[src/pkg/adcomc_cfg.svh]
// Function
// - Byte order select swaps parallel bus bytes.
// - Coding select low inverts MSB, two's complement.
// - Fast high, low-power low selects fastest mode.
// - Other modes keep accuracy at any rate.
// - Low-power mode powers analog core per conversion.
// - Serial/parallel select picks the data port.
// - Divider code sets internal serial clock period.
// - Busy width limit grows with code, mode.
// - Divider lines act only in master read-after-convert.
// - Read mode picks shift during or after conversion.
`ifndef ADCOMC_CFG_SVH
`define ADCOMC_CFG_SVH

`define ADCOMC_CLK_NS 8

`define ADCOMC_OFS_CTRL 12'h000
`define ADCOMC_OFS_STATUS 12'h004
`define ADCOMC_OFS_RESULT 12'h008
`define ADCOMC_OFS_BUSYMAX 12'h00C

`define ADCOMC_CTRL_RST 5'h02

`define ADCOMC_STAT_STALE 3
`define ADCOMC_STAT_REFUSED 4

`define ADCOMC_CONV_WARP_NS 750
`define ADCOMC_CONV_NORM_NS 1000
`define ADCOMC_CONV_IMP_NS 1250
`define ADCOMC_CONV_WARP_CYC (`ADCOMC_CONV_WARP_NS / `ADCOMC_CLK_NS)
`define ADCOMC_CONV_NORM_CYC (`ADCOMC_CONV_NORM_NS / `ADCOMC_CLK_NS)
`define ADCOMC_CONV_IMP_CYC (`ADCOMC_CONV_IMP_NS / `ADCOMC_CLK_NS)

`define ADCOMC_SCLK_P0_NS 25
`define ADCOMC_SCLK_P1_NS 50
`define ADCOMC_SCLK_P2_NS 100
`define ADCOMC_SCLK_P3_NS 200
`define ADCOMC_SCLK_P0_CYC ((`ADCOMC_SCLK_P0_NS + `ADCOMC_CLK_NS - 1) / `ADCOMC_CLK_NS)
`define ADCOMC_SCLK_P1_CYC ((`ADCOMC_SCLK_P1_NS + `ADCOMC_CLK_NS - 1) / `ADCOMC_CLK_NS)
`define ADCOMC_SCLK_P2_CYC ((`ADCOMC_SCLK_P2_NS + `ADCOMC_CLK_NS - 1) / `ADCOMC_CLK_NS)
`define ADCOMC_SCLK_P3_CYC ((`ADCOMC_SCLK_P3_NS + `ADCOMC_CLK_NS - 1) / `ADCOMC_CLK_NS)

`define ADCOMC_BUSY_W0_NS 1500
`define ADCOMC_BUSY_W1_NS 2000
`define ADCOMC_BUSY_W2_NS 3000
`define ADCOMC_BUSY_W3_NS 5250
`define ADCOMC_BUSY_ADD_N_NS 250
`define ADCOMC_BUSY_ADD_I_NS 500
`define ADCOMC_BUSY_W0_CYC (`ADCOMC_BUSY_W0_NS / `ADCOMC_CLK_NS)
`define ADCOMC_BUSY_W1_CYC (`ADCOMC_BUSY_W1_NS / `ADCOMC_CLK_NS)
`define ADCOMC_BUSY_W2_CYC (`ADCOMC_BUSY_W2_NS / `ADCOMC_CLK_NS)
`define ADCOMC_BUSY_W3_CYC (`ADCOMC_BUSY_W3_NS / `ADCOMC_CLK_NS)
`define ADCOMC_BUSY_ADD_N_CYC (`ADCOMC_BUSY_ADD_N_NS / `ADCOMC_CLK_NS)
`define ADCOMC_BUSY_ADD_I_CYC (`ADCOMC_BUSY_ADD_I_NS / `ADCOMC_CLK_NS)

`define ADCOMC_TAIL_NS 25
`define ADCOMC_TAIL_CYC ((`ADCOMC_TAIL_NS + `ADCOMC_CLK_NS - 1) / `ADCOMC_CLK_NS)

`define ADCOMC_WARP_GAP_NS 1000000

`endif

[src/pkg/adcomc_pkg.sv]
`default_nettype none
package adcomc_pkg;

	typedef enum logic [1:0] {
		ADCOMC_WARP = 2'b00,
		ADCOMC_NORMAL = 2'b01,
		ADCOMC_IMPULSE = 2'b10
	} adcomc_mode_t;

	typedef enum logic [1:0] {
		ST_IDLE = 2'b00,
		ST_CONV = 2'b01,
		ST_SHIFT = 2'b11,
		ST_TAIL = 2'b10
	} adcomc_state_t;

	typedef struct packed {
		logic serial_parallel_select;
		logic low_power_mode_select;
		logic fast_mode_select;
		logic output_coding_select;
		logic byte_order_select;
	} adcomc_ctrl_t;

	typedef struct packed {
		logic serial_data_out;
		logic serial_data_out_oe_n;
		logic sclk_out;
		logic sclk_oe_n;
		logic sync_out;
		logic sync_oe_n;
	} adcomc_spin_t;

endpackage
`default_nettype wire

[src/logic/adcomc_top.sv]
`timescale 1ns/1ps
`default_nettype none
`include "adcomc_cfg.svh"
module adcomc_top
	import adcomc_pkg::*;
#(
	parameter int WARP_GAP_CYCLES = `ADCOMC_WARP_GAP_NS / `ADCOMC_CLK_NS
) (
	input wire logic clk,
	input wire logic nrst,
	input wire logic psel,
	input wire logic penable,
	input wire logic pwrite,
	input wire logic [11:0] paddr,
	input wire logic [31:0] pwdata,
	output logic [31:0] prdata,
	output logic pready,
	output logic pslverr,
	input wire logic convert_start_n,
	input wire logic cs_n,
	input wire logic rd_n,
	input wire logic sclk_in,
	input wire logic [15:0] d_in,
	output logic [15:0] d_out,
	output logic [15:0] d_oe_n,
	output adcomc_spin_t ser_pins,
	output logic busy,
	output logic analog_start,
	output adcomc_mode_t analog_mode,
	output logic analog_power_up,
	input wire logic [15:0] conv_raw
);

	adcomc_ctrl_t ctrl_q;
	adcomc_state_t state_q;
	adcomc_mode_t mode;
	adcomc_mode_t mode_q;
	logic [9:0] sync1_q;
	logic [9:0] sync2_q;
	logic [2:0] edge_q;
	logic cnv_n_s;
	logic cs_low;
	logic rd_n_s;
	logic sclk_s;
	logic ext_pin;
	logic rdc_pin;
	logic [1:0] div_pin;
	logic cnv_fall;
	logic rd_rise;
	logic sclk_rise;
	logic ser;
	logic master;
	logic slave;
	logic rac;
	logic rdc_mode;
	logic [1:0] div_eff;
	logic [4:0] per_len;
	logic [15:0] busy_base;
	logic [15:0] busy_add;
	logic [15:0] busy_max;
	logic [15:0] conv_len;
	logic [15:0] tmr_q;
	logic go;
	logic push;
	logic pop;
	logic [15:0] mem_q [2];
	logic wp_q;
	logic rp_q;
	logic [1:0] cnt_q;
	logic full;
	logic empty;
	logic [15:0] head;
	logic [15:0] fmt;
	logic [15:0] result_q;
	logic sh_act_q;
	logic [15:0] sh_q;
	logic [4:0] bit_q;
	logic [4:0] ph_q;
	logic sh_start;
	logic sh_pop_m;
	logic sh_pop_s;
	logic [15:0] pd_q;
	logic [15:0] poe_n_q;
	logic start_q;
	logic pwr_q;
	logic stale_q;
	logic refused_q;
	logic seen_q;
	logic [31:0] gap_q;
	logic apb_setup;
	logic apb_wr;
	logic hit;
	logic [31:0] rd_mux;
	logic [31:0] status_v;

	// The control pins and d_in[7:2] pass two flops; a third stage serves edge detection.
	always_ff @(posedge clk or negedge nrst) begin
		if (!nrst) begin
			sync1_q <= 10'h380;
			sync2_q <= 10'h380;
			edge_q <= 3'b110;
		end else begin
			sync1_q <= {convert_start_n, cs_n, rd_n, sclk_in, d_in[7:2]};
			sync2_q <= sync1_q;
			edge_q <= {cnv_n_s, rd_n_s, sclk_s};
		end
	end

	assign cnv_n_s = sync2_q[9];
	assign cs_low = !sync2_q[8];
	assign rd_n_s = sync2_q[7];
	assign sclk_s = sync2_q[6];
	assign rdc_pin = sync2_q[5];
	assign ext_pin = sync2_q[2];
	assign div_pin = sync2_q[1:0];
	assign cnv_fall = edge_q[2] && !cnv_n_s;
	assign rd_rise = !edge_q[1] && rd_n_s;
	assign sclk_rise = !edge_q[0] && sclk_s;

	always_comb begin
		if (ctrl_q.fast_mode_select && !ctrl_q.low_power_mode_select) begin
			mode = ADCOMC_WARP;
		end else if (ctrl_q.low_power_mode_select && !ctrl_q.fast_mode_select) begin
			mode = ADCOMC_IMPULSE;
		end else begin
			mode = ADCOMC_NORMAL;
		end
	end

	assign ser = ctrl_q.serial_parallel_select;
	assign master = ser && !ext_pin;
	assign slave = ser && ext_pin;
	assign rac = master && !rdc_pin;
	assign rdc_mode = master && rdc_pin;
	assign div_eff = rac ? div_pin : 2'b00;

	always_comb begin
		case (div_eff)
			2'b00: begin
				per_len = 5'(`ADCOMC_SCLK_P0_CYC);
				busy_base = 16'(`ADCOMC_BUSY_W0_CYC);
			end
			2'b01: begin
				per_len = 5'(`ADCOMC_SCLK_P1_CYC);
				busy_base = 16'(`ADCOMC_BUSY_W1_CYC);
			end
			2'b10: begin
				per_len = 5'(`ADCOMC_SCLK_P2_CYC);
				busy_base = 16'(`ADCOMC_BUSY_W2_CYC);
			end
			default: begin
				per_len = 5'(`ADCOMC_SCLK_P3_CYC);
				busy_base = 16'(`ADCOMC_BUSY_W3_CYC);
			end
		endcase
	end

	always_comb begin
		case (mode)
			ADCOMC_WARP: begin
				conv_len = 16'(`ADCOMC_CONV_WARP_CYC);
				busy_add = 16'h0000;
			end
			ADCOMC_IMPULSE: begin
				conv_len = 16'(`ADCOMC_CONV_IMP_CYC);
				busy_add = 16'(`ADCOMC_BUSY_ADD_I_CYC);
			end
			default: begin
				conv_len = 16'(`ADCOMC_CONV_NORM_CYC);
				busy_add = 16'(`ADCOMC_BUSY_ADD_N_CYC);
			end
		endcase
	end

	assign busy_max = busy_base + busy_add;

	// A start while the buffer is full is refused so no result is lost.
	assign full = cnt_q == 2'd2;
	assign empty = cnt_q == 2'd0;
	assign go = (state_q == ST_IDLE) && cnv_fall && !full;
	assign push = (state_q == ST_CONV) && (tmr_q == 16'h0000);
	assign head = mem_q[rp_q];
	assign fmt = {conv_raw[15] ^ !ctrl_q.output_coding_select, conv_raw[14:0]};

	always_ff @(posedge clk or negedge nrst) begin
		if (!nrst) begin
			state_q <= ST_IDLE;
			tmr_q <= 16'h0000;
		end else begin
			case (state_q)
				ST_IDLE: begin
					if (go) begin
						state_q <= ST_CONV;
						tmr_q <= conv_len - 16'h0001;
					end
				end
				ST_CONV: begin
					if (tmr_q == 16'h0000) begin
						state_q <= rac ? ST_SHIFT : ST_IDLE;
					end else begin
						tmr_q <= tmr_q - 16'h0001;
					end
				end
				ST_SHIFT: begin
					if (sh_pop_m || !rac) begin
						state_q <= ST_TAIL;
						tmr_q <= 16'(`ADCOMC_TAIL_CYC - 1);
					end
				end
				ST_TAIL: begin
					if (tmr_q == 16'h0000) begin
						state_q <= ST_IDLE;
					end else begin
						tmr_q <= tmr_q - 16'h0001;
					end
				end
				default: begin
					state_q <= ST_IDLE;
				end
			endcase
		end
	end

	assign busy = state_q != ST_IDLE;

	always_ff @(posedge clk or negedge nrst) begin
		if (!nrst) begin
			start_q <= 1'b0;
			mode_q <= ADCOMC_NORMAL;
			pwr_q <= 1'b1;
		end else begin
			start_q <= go;
			mode_q <= mode;
			pwr_q <= (mode != ADCOMC_IMPULSE) || go || (state_q != ST_IDLE);
		end
	end

	assign analog_start = start_q;
	assign analog_mode = mode_q;
	assign analog_power_up = pwr_q;

	// Two-entry result buffer.
	always_ff @(posedge clk or negedge nrst) begin
		if (!nrst) begin
			wp_q <= 1'b0;
			rp_q <= 1'b0;
			cnt_q <= 2'd0;
			result_q <= 16'h0000;
		end else begin
			if (push && !full) begin
				wp_q <= !wp_q;
				result_q <= fmt;
			end
			if (pop) begin
				rp_q <= !rp_q;
			end
			cnt_q <= cnt_q + 2'((push && !full) ? 1 : 0) - 2'(pop ? 1 : 0);
		end
	end

	always_ff @(posedge clk) begin
		if (push && !full) begin
			mem_q[wp_q] <= fmt;
		end
	end

	assign sh_start = !sh_act_q && !empty && ser
		&& ((state_q == ST_SHIFT) || (rdc_mode && go) || (slave && cs_low));
	assign sh_pop_m = sh_act_q && master && (ph_q == per_len - 5'd1) && (bit_q == 5'd15);
	assign sh_pop_s = sh_act_q && slave && cs_low && sclk_rise && (bit_q == 5'd15);
	assign pop = (!ser && cs_low && rd_rise && !empty) || sh_pop_m || sh_pop_s;

	// Serial shifter, MSB first; in slave mode the chain input follows the word.
	always_ff @(posedge clk or negedge nrst) begin
		if (!nrst) begin
			sh_act_q <= 1'b0;
			sh_q <= 16'h0000;
			bit_q <= 5'd0;
			ph_q <= 5'd0;
		end else if (!ser) begin
			sh_act_q <= 1'b0;
		end else if (!sh_act_q) begin
			if (sh_start) begin
				sh_act_q <= 1'b1;
				sh_q <= head;
				bit_q <= 5'd0;
				ph_q <= 5'd0;
			end
		end else if (slave) begin
			if (!cs_low) begin
				sh_act_q <= 1'b0;
			end else if (sclk_rise) begin
				sh_q <= {sh_q[14:0], rdc_pin};
				if (bit_q != 5'd16) begin
					bit_q <= bit_q + 5'd1;
				end
			end
		end else if (ph_q == per_len - 5'd1) begin
			ph_q <= 5'd0;
			if (bit_q == 5'd15) begin
				sh_act_q <= 1'b0;
			end else begin
				sh_q <= {sh_q[14:0], 1'b0};
				bit_q <= bit_q + 5'd1;
			end
		end else begin
			ph_q <= ph_q + 5'd1;
		end
	end

	assign ser_pins.serial_data_out = sh_q[15];
	assign ser_pins.serial_data_out_oe_n = !(ser && cs_low);
	assign ser_pins.sclk_out = sh_act_q && master && (ph_q >= (per_len >> 1));
	assign ser_pins.sclk_oe_n = !(master && cs_low);
	assign ser_pins.sync_out = sh_act_q && master;
	assign ser_pins.sync_oe_n = !(master && cs_low);

	// Parallel port; all lines float in serial mode, divider lines included.
	always_ff @(posedge clk or negedge nrst) begin
		if (!nrst) begin
			pd_q <= 16'h0000;
			poe_n_q <= 16'hFFFF;
		end else begin
			pd_q <= ctrl_q.byte_order_select ? {head[7:0], head[15:8]} : head;
			poe_n_q <= {16{!(!ser && cs_low && !rd_n_s)}};
		end
	end

	assign d_out = pd_q;
	assign d_oe_n = poe_n_q;

	// Gap watchdog: flags a fastest-mode result that may have lost accuracy.
	always_ff @(posedge clk or negedge nrst) begin
		if (!nrst) begin
			gap_q <= 32'h0000_0000;
			seen_q <= 1'b0;
		end else if (go) begin
			gap_q <= 32'h0000_0000;
			seen_q <= 1'b1;
		end else if (seen_q && (mode == ADCOMC_WARP) && (gap_q != 32'(WARP_GAP_CYCLES))) begin
			gap_q <= gap_q + 32'h0000_0001;
		end else if (mode != ADCOMC_WARP) begin
			gap_q <= 32'h0000_0000;
		end
	end

	assign apb_setup = psel && !penable;
	assign apb_wr = psel && penable && pwrite;
	assign hit = (paddr == `ADCOMC_OFS_CTRL) || (paddr == `ADCOMC_OFS_STATUS)
		|| (paddr == `ADCOMC_OFS_RESULT) || (paddr == `ADCOMC_OFS_BUSYMAX);
	assign status_v = {22'h00_0000, sh_act_q, div_eff, mode, refused_q, stale_q, cnt_q, busy};

	always_ff @(posedge clk or negedge nrst) begin
		if (!nrst) begin
			stale_q <= 1'b0;
			refused_q <= 1'b0;
		end else begin
			if (seen_q && (mode == ADCOMC_WARP) && (gap_q == 32'(WARP_GAP_CYCLES) - 32'h0000_0001)) begin
				stale_q <= 1'b1;
			end else if (apb_wr && (paddr == `ADCOMC_OFS_STATUS) && pwdata[`ADCOMC_STAT_STALE]) begin
				stale_q <= 1'b0;
			end
			if ((state_q == ST_IDLE) && cnv_fall && full) begin
				refused_q <= 1'b1;
			end else if (apb_wr && (paddr == `ADCOMC_OFS_STATUS) && pwdata[`ADCOMC_STAT_REFUSED]) begin
				refused_q <= 1'b0;
			end
		end
	end

	always_ff @(posedge clk or negedge nrst) begin
		if (!nrst) begin
			ctrl_q <= `ADCOMC_CTRL_RST;
		end else if (apb_wr && (paddr == `ADCOMC_OFS_CTRL)) begin
			ctrl_q <= pwdata[4:0];
		end
	end

	always_comb begin
		case (paddr)
			`ADCOMC_OFS_CTRL: rd_mux = {27'h000_0000, ctrl_q};
			`ADCOMC_OFS_STATUS: rd_mux = status_v;
			`ADCOMC_OFS_RESULT: rd_mux = {16'h0000, result_q};
			`ADCOMC_OFS_BUSYMAX: rd_mux = {16'h0000, busy_max};
			default: rd_mux = 32'h0000_0000;
		endcase
	end

	always_ff @(posedge clk or negedge nrst) begin
		if (!nrst) begin
			prdata <= 32'h0000_0000;
		end else if (apb_setup) begin
			prdata <= rd_mux;
		end
	end

	assign pready = 1'b1;
	assign pslverr = psel && penable && !hit;

endmodule
`default_nettype wire

[config.mk]
export PLATFORM = sky130hd
export DESIGN_NAME = adcomc_top
export DESIGN_NICKNAME = d
export VERILOG_FILES = /design/src/pkg/adcomc_pkg.sv /design/src/logic/adcomc_top.sv
export VERILOG_INCLUDE_DIRS = /design/src /design/src/pkg
export SDC_FILE = /design/constraint.sdc
export NUM_CORES = 1
export LEC_CHECK = 0
export BUFFER_PORTS_ARGS = -buffer_cell sky130_fd_sc_hd__buf_2
export CAP_MARGIN = 20
export CELL_PAD_IN_SITES_DETAIL_PLACEMENT = 1
export CELL_PAD_IN_SITES_GLOBAL_PLACEMENT = 2
export CORE_MARGIN = 2
export CORE_UTILIZATION = 30
export DETAILED_ROUTE_END_ITERATION = 10
export GPL_TIMING_DRIVEN = 0
export PLACE_DENSITY_LB_ADDON = 0.1
export SLEW_MARGIN = 10
export SYNTH_ARGS = -nofsm -noshare
export SYNTH_HDL_FRONTEND = slang
export SYNTH_SLANG_ARGS = --single-unit
[constraint.sdc]
create_clock -name clk -period 4.6 [get_ports clk]
set_clock_uncertainty 0.15 [all_clocks]
set_input_delay 0.46 -clock clk [delete_from_list [all_inputs] [get_ports clk]]
set_output_delay 0.46 -clock clk [all_outputs]
set_load 0.05 [all_outputs]
==> metrics.txt, run 1 <==
status=complete, no violations; wire per inst=between 15 and 20 um; setup_tns=0 ns; #FFs+latches synth=between 150 and 200; grt total ovfl=0; worst endpoint data arrival time=between 4 and 5 ns; diode count=0; IO buf count=between 100 and 150; syn_area_per_cell=10.7 um^2; total track usage=0.176; vias per cell=roughly 5.0; Synth Area in Compound Gates=0.119; post-synth top area cell=dfrtp_1; worst-path cell chain=buf_2 -> nor3b_1 -> nand2_1 -> inv_1 -> ha_1 -> buf_2 -> xor2_1 -> nor3_2 -> a31oi_1 -> nor3_4 -> buf_4 -> mux2_2; worst reg2reg path depth=12; RSZ-0062 raised after global routing=false; HP Class=primary input to flip-flop; Layout area overhead=18.5%; Final WS setup=0.438 ns; register area=0.00500 mm^2; top cell type's share of synthesized area=0.366; Power Density=about 370 mW/mm^2; via count=around 7.8k; Slew Viols, Final=0; FP Rows=between 60 and 70; largest net degree at the start of global routing=97; Worst path slowest cell=nor3b_1; drt initial violations=roughly 370; Ys Warns=0; Max VDD drop=266 uV; Net Sw Frac=0.347; Core ar.=about 0.033 mm^2; die width=about 190 um; final setup vio count=0; CTS buffer count=17; Final nets=1,222; Final min period=4.16 ns; number of synthesized flops with an enable pin=32; Antenna Nets Post-Route=0; max cap viols=0; Comb pwr share=0.220; leak pwr=5.13 nW; post-synthesis cell area=about 0.01 mm^2; Cells after Synth=around 950; worst setup path end=sh_q[13]; Internal=between 0.002 and 0.003 W; Switch Pwr=0.00153 W; worst r2r src=sync2_q[2]; Worst path most repeated cell=buf_2; Netlist cell types=79; Max-Slew Margin vs Limit=0.362; fmax=roughly 0.24 GHz; Worst R2R End=sh_q[13]; area occupied by multi-input gates=0.00459 mm^2; Tightest Pin Transition=0.953 ns; Flop pwr share=0.433; CTS max path bufs=2; die area=~0.035 mm^2; CTS tree=yes; crit path max fanout=10; CTS clk-pin slew, worst paths=roughly 0.08 ns; Die Y=roughly 190 um; first-pass GRT wire length=approximately 48 mm; Final Cycle Share=0.905; layout cells sized above 1=0.242; clock root buffer master=clkbuf_16; Worst setup SP type=flip-flop; initial core utilization=0.304; antenna violations before repair=0; first-pass iteration count of the detailed router=6; vias in the first global route=8,086; DRC=0; Seq/Total Area, Yosys=0.492; GP Congestion=slightly below 0.8; H-Tree Depth=4; Main synth FF type=dfrtp_1; clk sinks=193; setup slack, reg-to-reg=roughly 0.44 ns; Post-Synth Simple-Gate Area=0.179; I/O pin count=162; asr flop ratio synth=0.834; # fillers=approximately 3.8k; Fin. Hold Viols=0; CP Capture Type=flip-flop; largest family of logic cells by synthesized area=simple AND/OR/NAND/NOR gates; CP Launch Point=sync2_q[2]; CP Data Required Time=between 4 and 5 ns; drt total wl=30.0 mm; Setup WS pre-CTS=0.221 ns; top cells by area, synth=dfrtp_1, edfxtp_1, mux2_2, ha_1, mux2i_1; Worst path max stage delay=about 0.53 ns; # Post-CTS Setup Buffers=0; Synth Area in XOR/XNOR=0.0146; mux cell area share after synthesis=0.0905; Synth Area in Adders=0.0406; worst skew pair latency=approximately 0.46 ns; hpwl dp=22.1 mm; Clock Power Share=0.347; crit path kind=flip-flop to flip-flop
==> flip-flops by register name, indices dropped and copies added, names as in the netlist, 2 cells and up <==
name and cells:
analog_mode 2, ph_q 5, sync1_q 8, edge_q 3, cnt_q 2, gap_q 32
bit_q 5, state_q 2, result_q 16, sync2_q 8, tmr_q 16, prdata 16
sh_q 16, mem_q 32, d_out 16, ctrl_q 4
==> stage by stage <==
stage | util | instance area, um^2 | hold slack [ns] | power (W) | std cells
2_1_floorplan | - | 10200 | 0.0144 | 0.00262 | 969
3_3_place_gp | 0.338 | 11300 | 0.187 | 0.00292 | 1522
3_5_place_dp | 0.340 | 11400 | 0.188 | 0.00293 | 1524
4_1_cts | 0.360 | 12100 | 0.0418 | 0.00450 | 1565
5_1_grt | 0.360 | 12100 | 0.0379 | 0.00465 | 1565
6_report | 0.360 | 12100 | 0.0617 | 0.00442 | 1565
==> area by class of cell <==
| cell class | count | area share |
|---|---|---|
| Sequential cell | 193 | 0.415 |
| Inverter | 36 | 0.0112 |
| Timing Repair Buffer | 116 | 0.0548 |
| Buffer | 80 | 0.0429 |
| Tap cell | 448 | 0.0465 |
| Multi-Input combinational cell | 660 | 0.381 |
| Clock buffer | 18 | 0.0356 |
| Clock inverter | 14 | 0.0134 |
==> synthesized netlist by cell type (all sizes together), types with 3 or more instances <==
| cell type | count |
|---|---|
| dfstp | 12 |
| dfrtp | 149 |
| ha | 33 |
| or4 | 11 |
| mux2 | 38 |
| and3 | 5 |
| nor2 | 52 |
| nor4b | 4 |
| a21oi | 36 |
| nor2b | 10 |
| a32oi | 3 |
| nand3 | 48 |
| or2 | 5 |
| a31oi | 15 |
| nor4 | 17 |
| edfxtp | 32 |
| and2 | 4 |
| nand2b | 11 |
| o21ai | 46 |
| a22o | 5 |
| and4 | 12 |
| nand2 | 85 |
| a221o | 5 |
| buf | 50 |
| a22oi | 3 |
| or3 | 12 |
| inv | 36 |
| a211oi | 7 |
| o22ai | 6 |
| mux2i | 39 |
| o2111ai | 3 |
| o31ai | 16 |
| mux4 | 4 |
| nand3b | 7 |
| a21o | 4 |
| xnor2 | 5 |
| nor3 | 17 |
| xor2 | 12 |
| clkbuf | 30 |
| nor3b | 3 |
| nand4 | 17 |
| o211ai | 13 |
==> power by group through the flow <==
stage / clock network, W / registers [W] / logic (W)
2_1_floorplan: 0 / 0.00207 / 0.000552
5_1_grt: 0.00165 / 0.00194 / 0.00107
3_5_place_dp: 0 / 0.00195 / 0.000979
6_report: 0.00153 / 0.00191 / 0.000971
3_3_place_gp: 0 / 0.00195 / 0.000969
4_1_cts: 0.00159 / 0.00192 / 0.000988
==> logic make-up (layout without fill, tap and decap cells) <==
group | after synthesis | after routing
other | 2 | 17
flip-flops | 193 | 193
AO/OA/AOI/OAI | 182 | 182
buffers and inverters | 116 | 264
adder cells (fa/ha/maj) | 33 | 33
multiplexers | 81 | 81
XOR/XNOR | 17 | 17
AND/OR/NAND/NOR | 330 | 330
==> worst min path at each step <==
stage,from,endpoint,cells after the start
5_1_grt,conv_raw[14],mem_q[1][14],1
3_3_place_gp,sync1_q[5],sync2_q[5],0
3_5_place_dp,sync1_q[5],sync2_q[5],0
2_1_floorplan,nrst,analog_mode[1],0
6_report,conv_raw[12],mem_q[1][12],1
4_1_cts,conv_raw[12],mem_q[1][12],1
==> layer usage <==
| layer | GRT usage | up-vias | wire length (um) |
|---|---|---|---|
| met5 | 0 | - | 0 |
| met4 | 0.0360 | 0 | 207 |
| met3 | 0.0329 | 11 | 813 |
| met2 | 0.296 | 99 | 14800 |
| met1 | 0.236 | 3990 | 14200 |
| li1 | - | 3744 | - |
==> critical path: cells and delay by family (launching register included) <==
family,cells,cell delay [ns]
DFF,1,0.37
and+or+nand+nor,4,1.68
muxes,1,0.35
adders and majority gates,1,0.16
buffers and inverters,4,0.92
AOI/OAI and AO/OA,1,0.28
xor gates and xnor gates,1,0.13
==> timing repair <==
| action | in CTS | in global routing |
|---|---|---|
| setup endpoints to repair | 0 | 10 |
| endpoints found under the hold margin | 92 | 0 |
| resized for setup | 0 | 1 |
| hold buffers | 9 | 0 |
==> cell usage in the layout, fill, tap and decap left out, drive strengths merged, types with 6 or more instances in the layout <==
cell type | netlist | routed
a211oi | 7 | 7
a21oi | 36 | 36
a31oi | 15 | 15
and4 | 12 | 12
buf | 50 | 157
clkbuf | 30 | 48
clkinv | 0 | 6
conb | 2 | 17
dfrtp | 149 | 149
dfstp | 12 | 12
dlygate4sd3 | 0 | 9
edfxtp | 32 | 32
ha | 33 | 33
inv | 36 | 44
mux2 | 38 | 38
mux2i | 39 | 39
nand2 | 85 | 85
nand2b | 11 | 11
nand3 | 48 | 48
nand3b | 7 | 7
nand4 | 17 | 17
nor2 | 52 | 52
nor2b | 10 | 10
nor3 | 17 | 17
nor4 | 17 | 17
o211ai | 13 | 13
o21ai | 46 | 46
o22ai | 6 | 6
o31ai | 16 | 16
or3 | 12 | 12
or4 | 11 | 11
xor2 | 12 | 12
(Power assumes the default switching activity.)
==> run 2: changes to the inputs <==
--- a/config.mk
+++ b/config.mk
@@ -11,7 +11,7 @@
 export CELL_PAD_IN_SITES_DETAIL_PLACEMENT = 1
 export CELL_PAD_IN_SITES_GLOBAL_PLACEMENT = 2
 export CORE_MARGIN = 2
-export CORE_UTILIZATION = 30
+export CORE_UTILIZATION = 37
 export DETAILED_ROUTE_END_ITERATION = 10
 export GPL_TIMING_DRIVEN = 0
 export PLACE_DENSITY_LB_ADDON = 0.1
==> metrics.txt, run 2 (synthesized netlist as in run 1, its figures left out) <==
crit path kind=flip-flop to flip-flop; Hold Path Origin=conv_raw[13]; Worst Hold Endpoint=mem_q[0][13]; Tightest Pin Transition=0.848 ns (-0.105 ns); Flop pwr share=0.424 (-0.009); HP Class=primary input to flip-flop; I/O pin count=162 (unchanged); leak pwr=5.15 nW (+0.41%); fmax=0.243 GHz (+0.96%); CTS clk-pin slew, worst paths=0.09 ns (about the same); CTS tree=yes; layout cells sized above 1=0.243 (+0.000895); Switch Pwr=0.00158 W (+3.3%); FP Rows=60 (-10%); antenna violations before repair=0 (unchanged); worst endpoint data arrival time=4.31 ns (-0.04 ns); setup_tns=0 ns (unchanged); biggest regs=gap_q: 32 flops, mem_q: 32 flops; first-pass GRT wire length=46.3 mm (-3.3%); Final Cycle Share=0.896 (-0.00863); drt initial violations=335 (-9.9%); vias per cell=5.39 (+7.6%); worst skew pair latency=0.45 ns (about the same); setup slack, reg-to-reg=0.48 ns (+0.04 ns); Core ar.=0.0270 mm^2 (-19%); drt total wl=28.4 mm (-5.4%); RSZ-0062 raised after global routing=false; clk sinks=193 (unchanged); GP Congestion=0.837 (+6.6%); IO buf count=105 (unchanged); Clock Power Share=0.361 (+0.014); CTS buffer count=17 (unchanged); # Post-CTS Setup Buffers=0 (unchanged); vias in the first global route=8,319 (+2.9%); Most Crowded Layer GR=met2; initial core utilization=0.377 (+0.0733); Max VDD drop=205 uV (-23%); Power Density=377 mW/mm^2 (+2.7%); Final min period=4.12 ns (-0.0397 ns); Worst R2R End=sh_q[10]; Fin. Hold Viols=0 (unchanged); via count=7,863 (+0.24%); diode count=0 (unchanged); commonest non-fill, non-tap cell in the layout=dfrtp_1; GRT met3 Usage=0.0302 (-0.00271); Die Y=170 um (-9.7%); hpwl dp=20.9 mm (-5.6%); worst r2r src=sync2_q[2]; clock root buffer master=clkbuf_16; Layout area overhead=17.8%; wire per inst=19.5 um (+1.6%); DRC=0 (unchanged); crit path max fanout=10 (unchanged); Final nets=1,222 (unchanged); Slew Viols, Final=0 (unchanged); commonest cells after routing, fill and taps aside=dfrtp_1, buf_2, nand2_1, nor2_1, nand3_1; first-pass iteration count of the detailed router=4 (-2); Comb pwr share=0.215 (-0.005); Antenna Nets Post-Route=0 (unchanged); worst reg2reg path depth=12 (unchanged); die area=0.0288 mm^2 (-19%); grt total ovfl=0 (unchanged); WHS=0.0624 ns (+0.000636 ns); max cap viols=0 (unchanged); status=complete, no violations; GRT met1 Usage=0.275 (+0.0392); H-Tree Depth=4 (unchanged); CTS max path bufs=2 (unchanged); largest net degree at the start of global routing=84 (-13%); CP Data Required Time=4.78 ns (about the same); Max-Slew Margin vs Limit=0.433 (+0.0705); total track usage=0.207 (+0.0311); Net Sw Frac=0.351 (+0.00403); die width=170 um (-9.7%); Hold Path Stages=1 (unchanged); final setup vio count=0 (unchanged); M2 GR Usage=0.362 (+0.0656); CP Capture Type=flip-flop; Worst setup SP type=flip-flop; Internal=0.00293 W (+1.5%); # fillers=3,016 (-20%)
==> run 2: power groups by stage <==
stage	sequential, W	clock, W	combinational, W
finish	0.00191	0.00163	0.000968
detailed placement	0.00195	0	0.000969
floorplan	0.00207	0	0.000552
global route	0.00193	0.00174	0.00106
global placement	0.00195	0	0.000955
CTS	0.00192	0.00167	0.000981
==> run 2: layer usage <==
metal	wire length [um]	part of all wire
met5	0	0
met4	249	0.0088
met3	666	0.023
met2	14400	0.51
met1	13100	0.46
==> run 2: repair_timing <==
item / 4_1_cts / 5_1_grt
hold buffers: 9 / 0
gates resized for setup: 0 / 1
endpoints found under the hold margin: 76 / 0
setup endpoints to repair: 0 / 10
==> run 2: worst max path at each step <==
stage,depth (start not counted),slack (ns),start,end
4_1_cts,12,0.25,sync2_q[2],sh_q[8]
5_1_grt,12,0.09,sync2_q[2],sh_q[8]
6_report,12,0.48,sync2_q[2],sh_q[10]
3_5_place_dp,12,0.26,sync2_q[2],sh_q[14]
3_3_place_gp,1,0.22,nrst,gap_q[8]
2_1_floorplan,12,1.32,sync2_q[2],sh_q[10]
==> run 2: worst max-delay path, cell delays in order (launching register included) <==
cell     delay [ns]
dfrtp_1        0.38
buf_2          0.19
nor3b_1        0.49
nand2_1        0.31
inv_1          0.20
ha_1           0.16
buf_2          0.24
xor2_1         0.13
nor3_2         0.33
a31oi_1        0.29
nor3_4         0.49
buf_4          0.29
mux2_2         0.35
==> run 2: final cells by class <==
class	count	area (um^2)	share of cell area
inverters	36	135	0.0113
multi-input cells	660	4590	0.383
clock buffers	17	425	0.0355
plain buffers	80	517	0.0431
clock inverters	15	225	0.0188
repair buffers	116	661	0.0551
well taps	341	427	0.0356
flip-flops and latches	193	5000	0.418
==> run 2: through the flow <==
step	setup slack, ns	util	std cells	cell area [um^2]	power [W]
4_1_cts	0.251	0.444	1458	12000	0.00457
3_5_place_dp	0.261	0.417	1417	11200	0.00292
6_report	0.477	0.445	1458	12000	0.00451
5_1_grt	0.0875	0.445	1458	12000	0.00473
3_3_place_gp	0.217	0.415	1415	11200	0.00290
2_1_floorplan	1.32	-	969	10200	0.00262
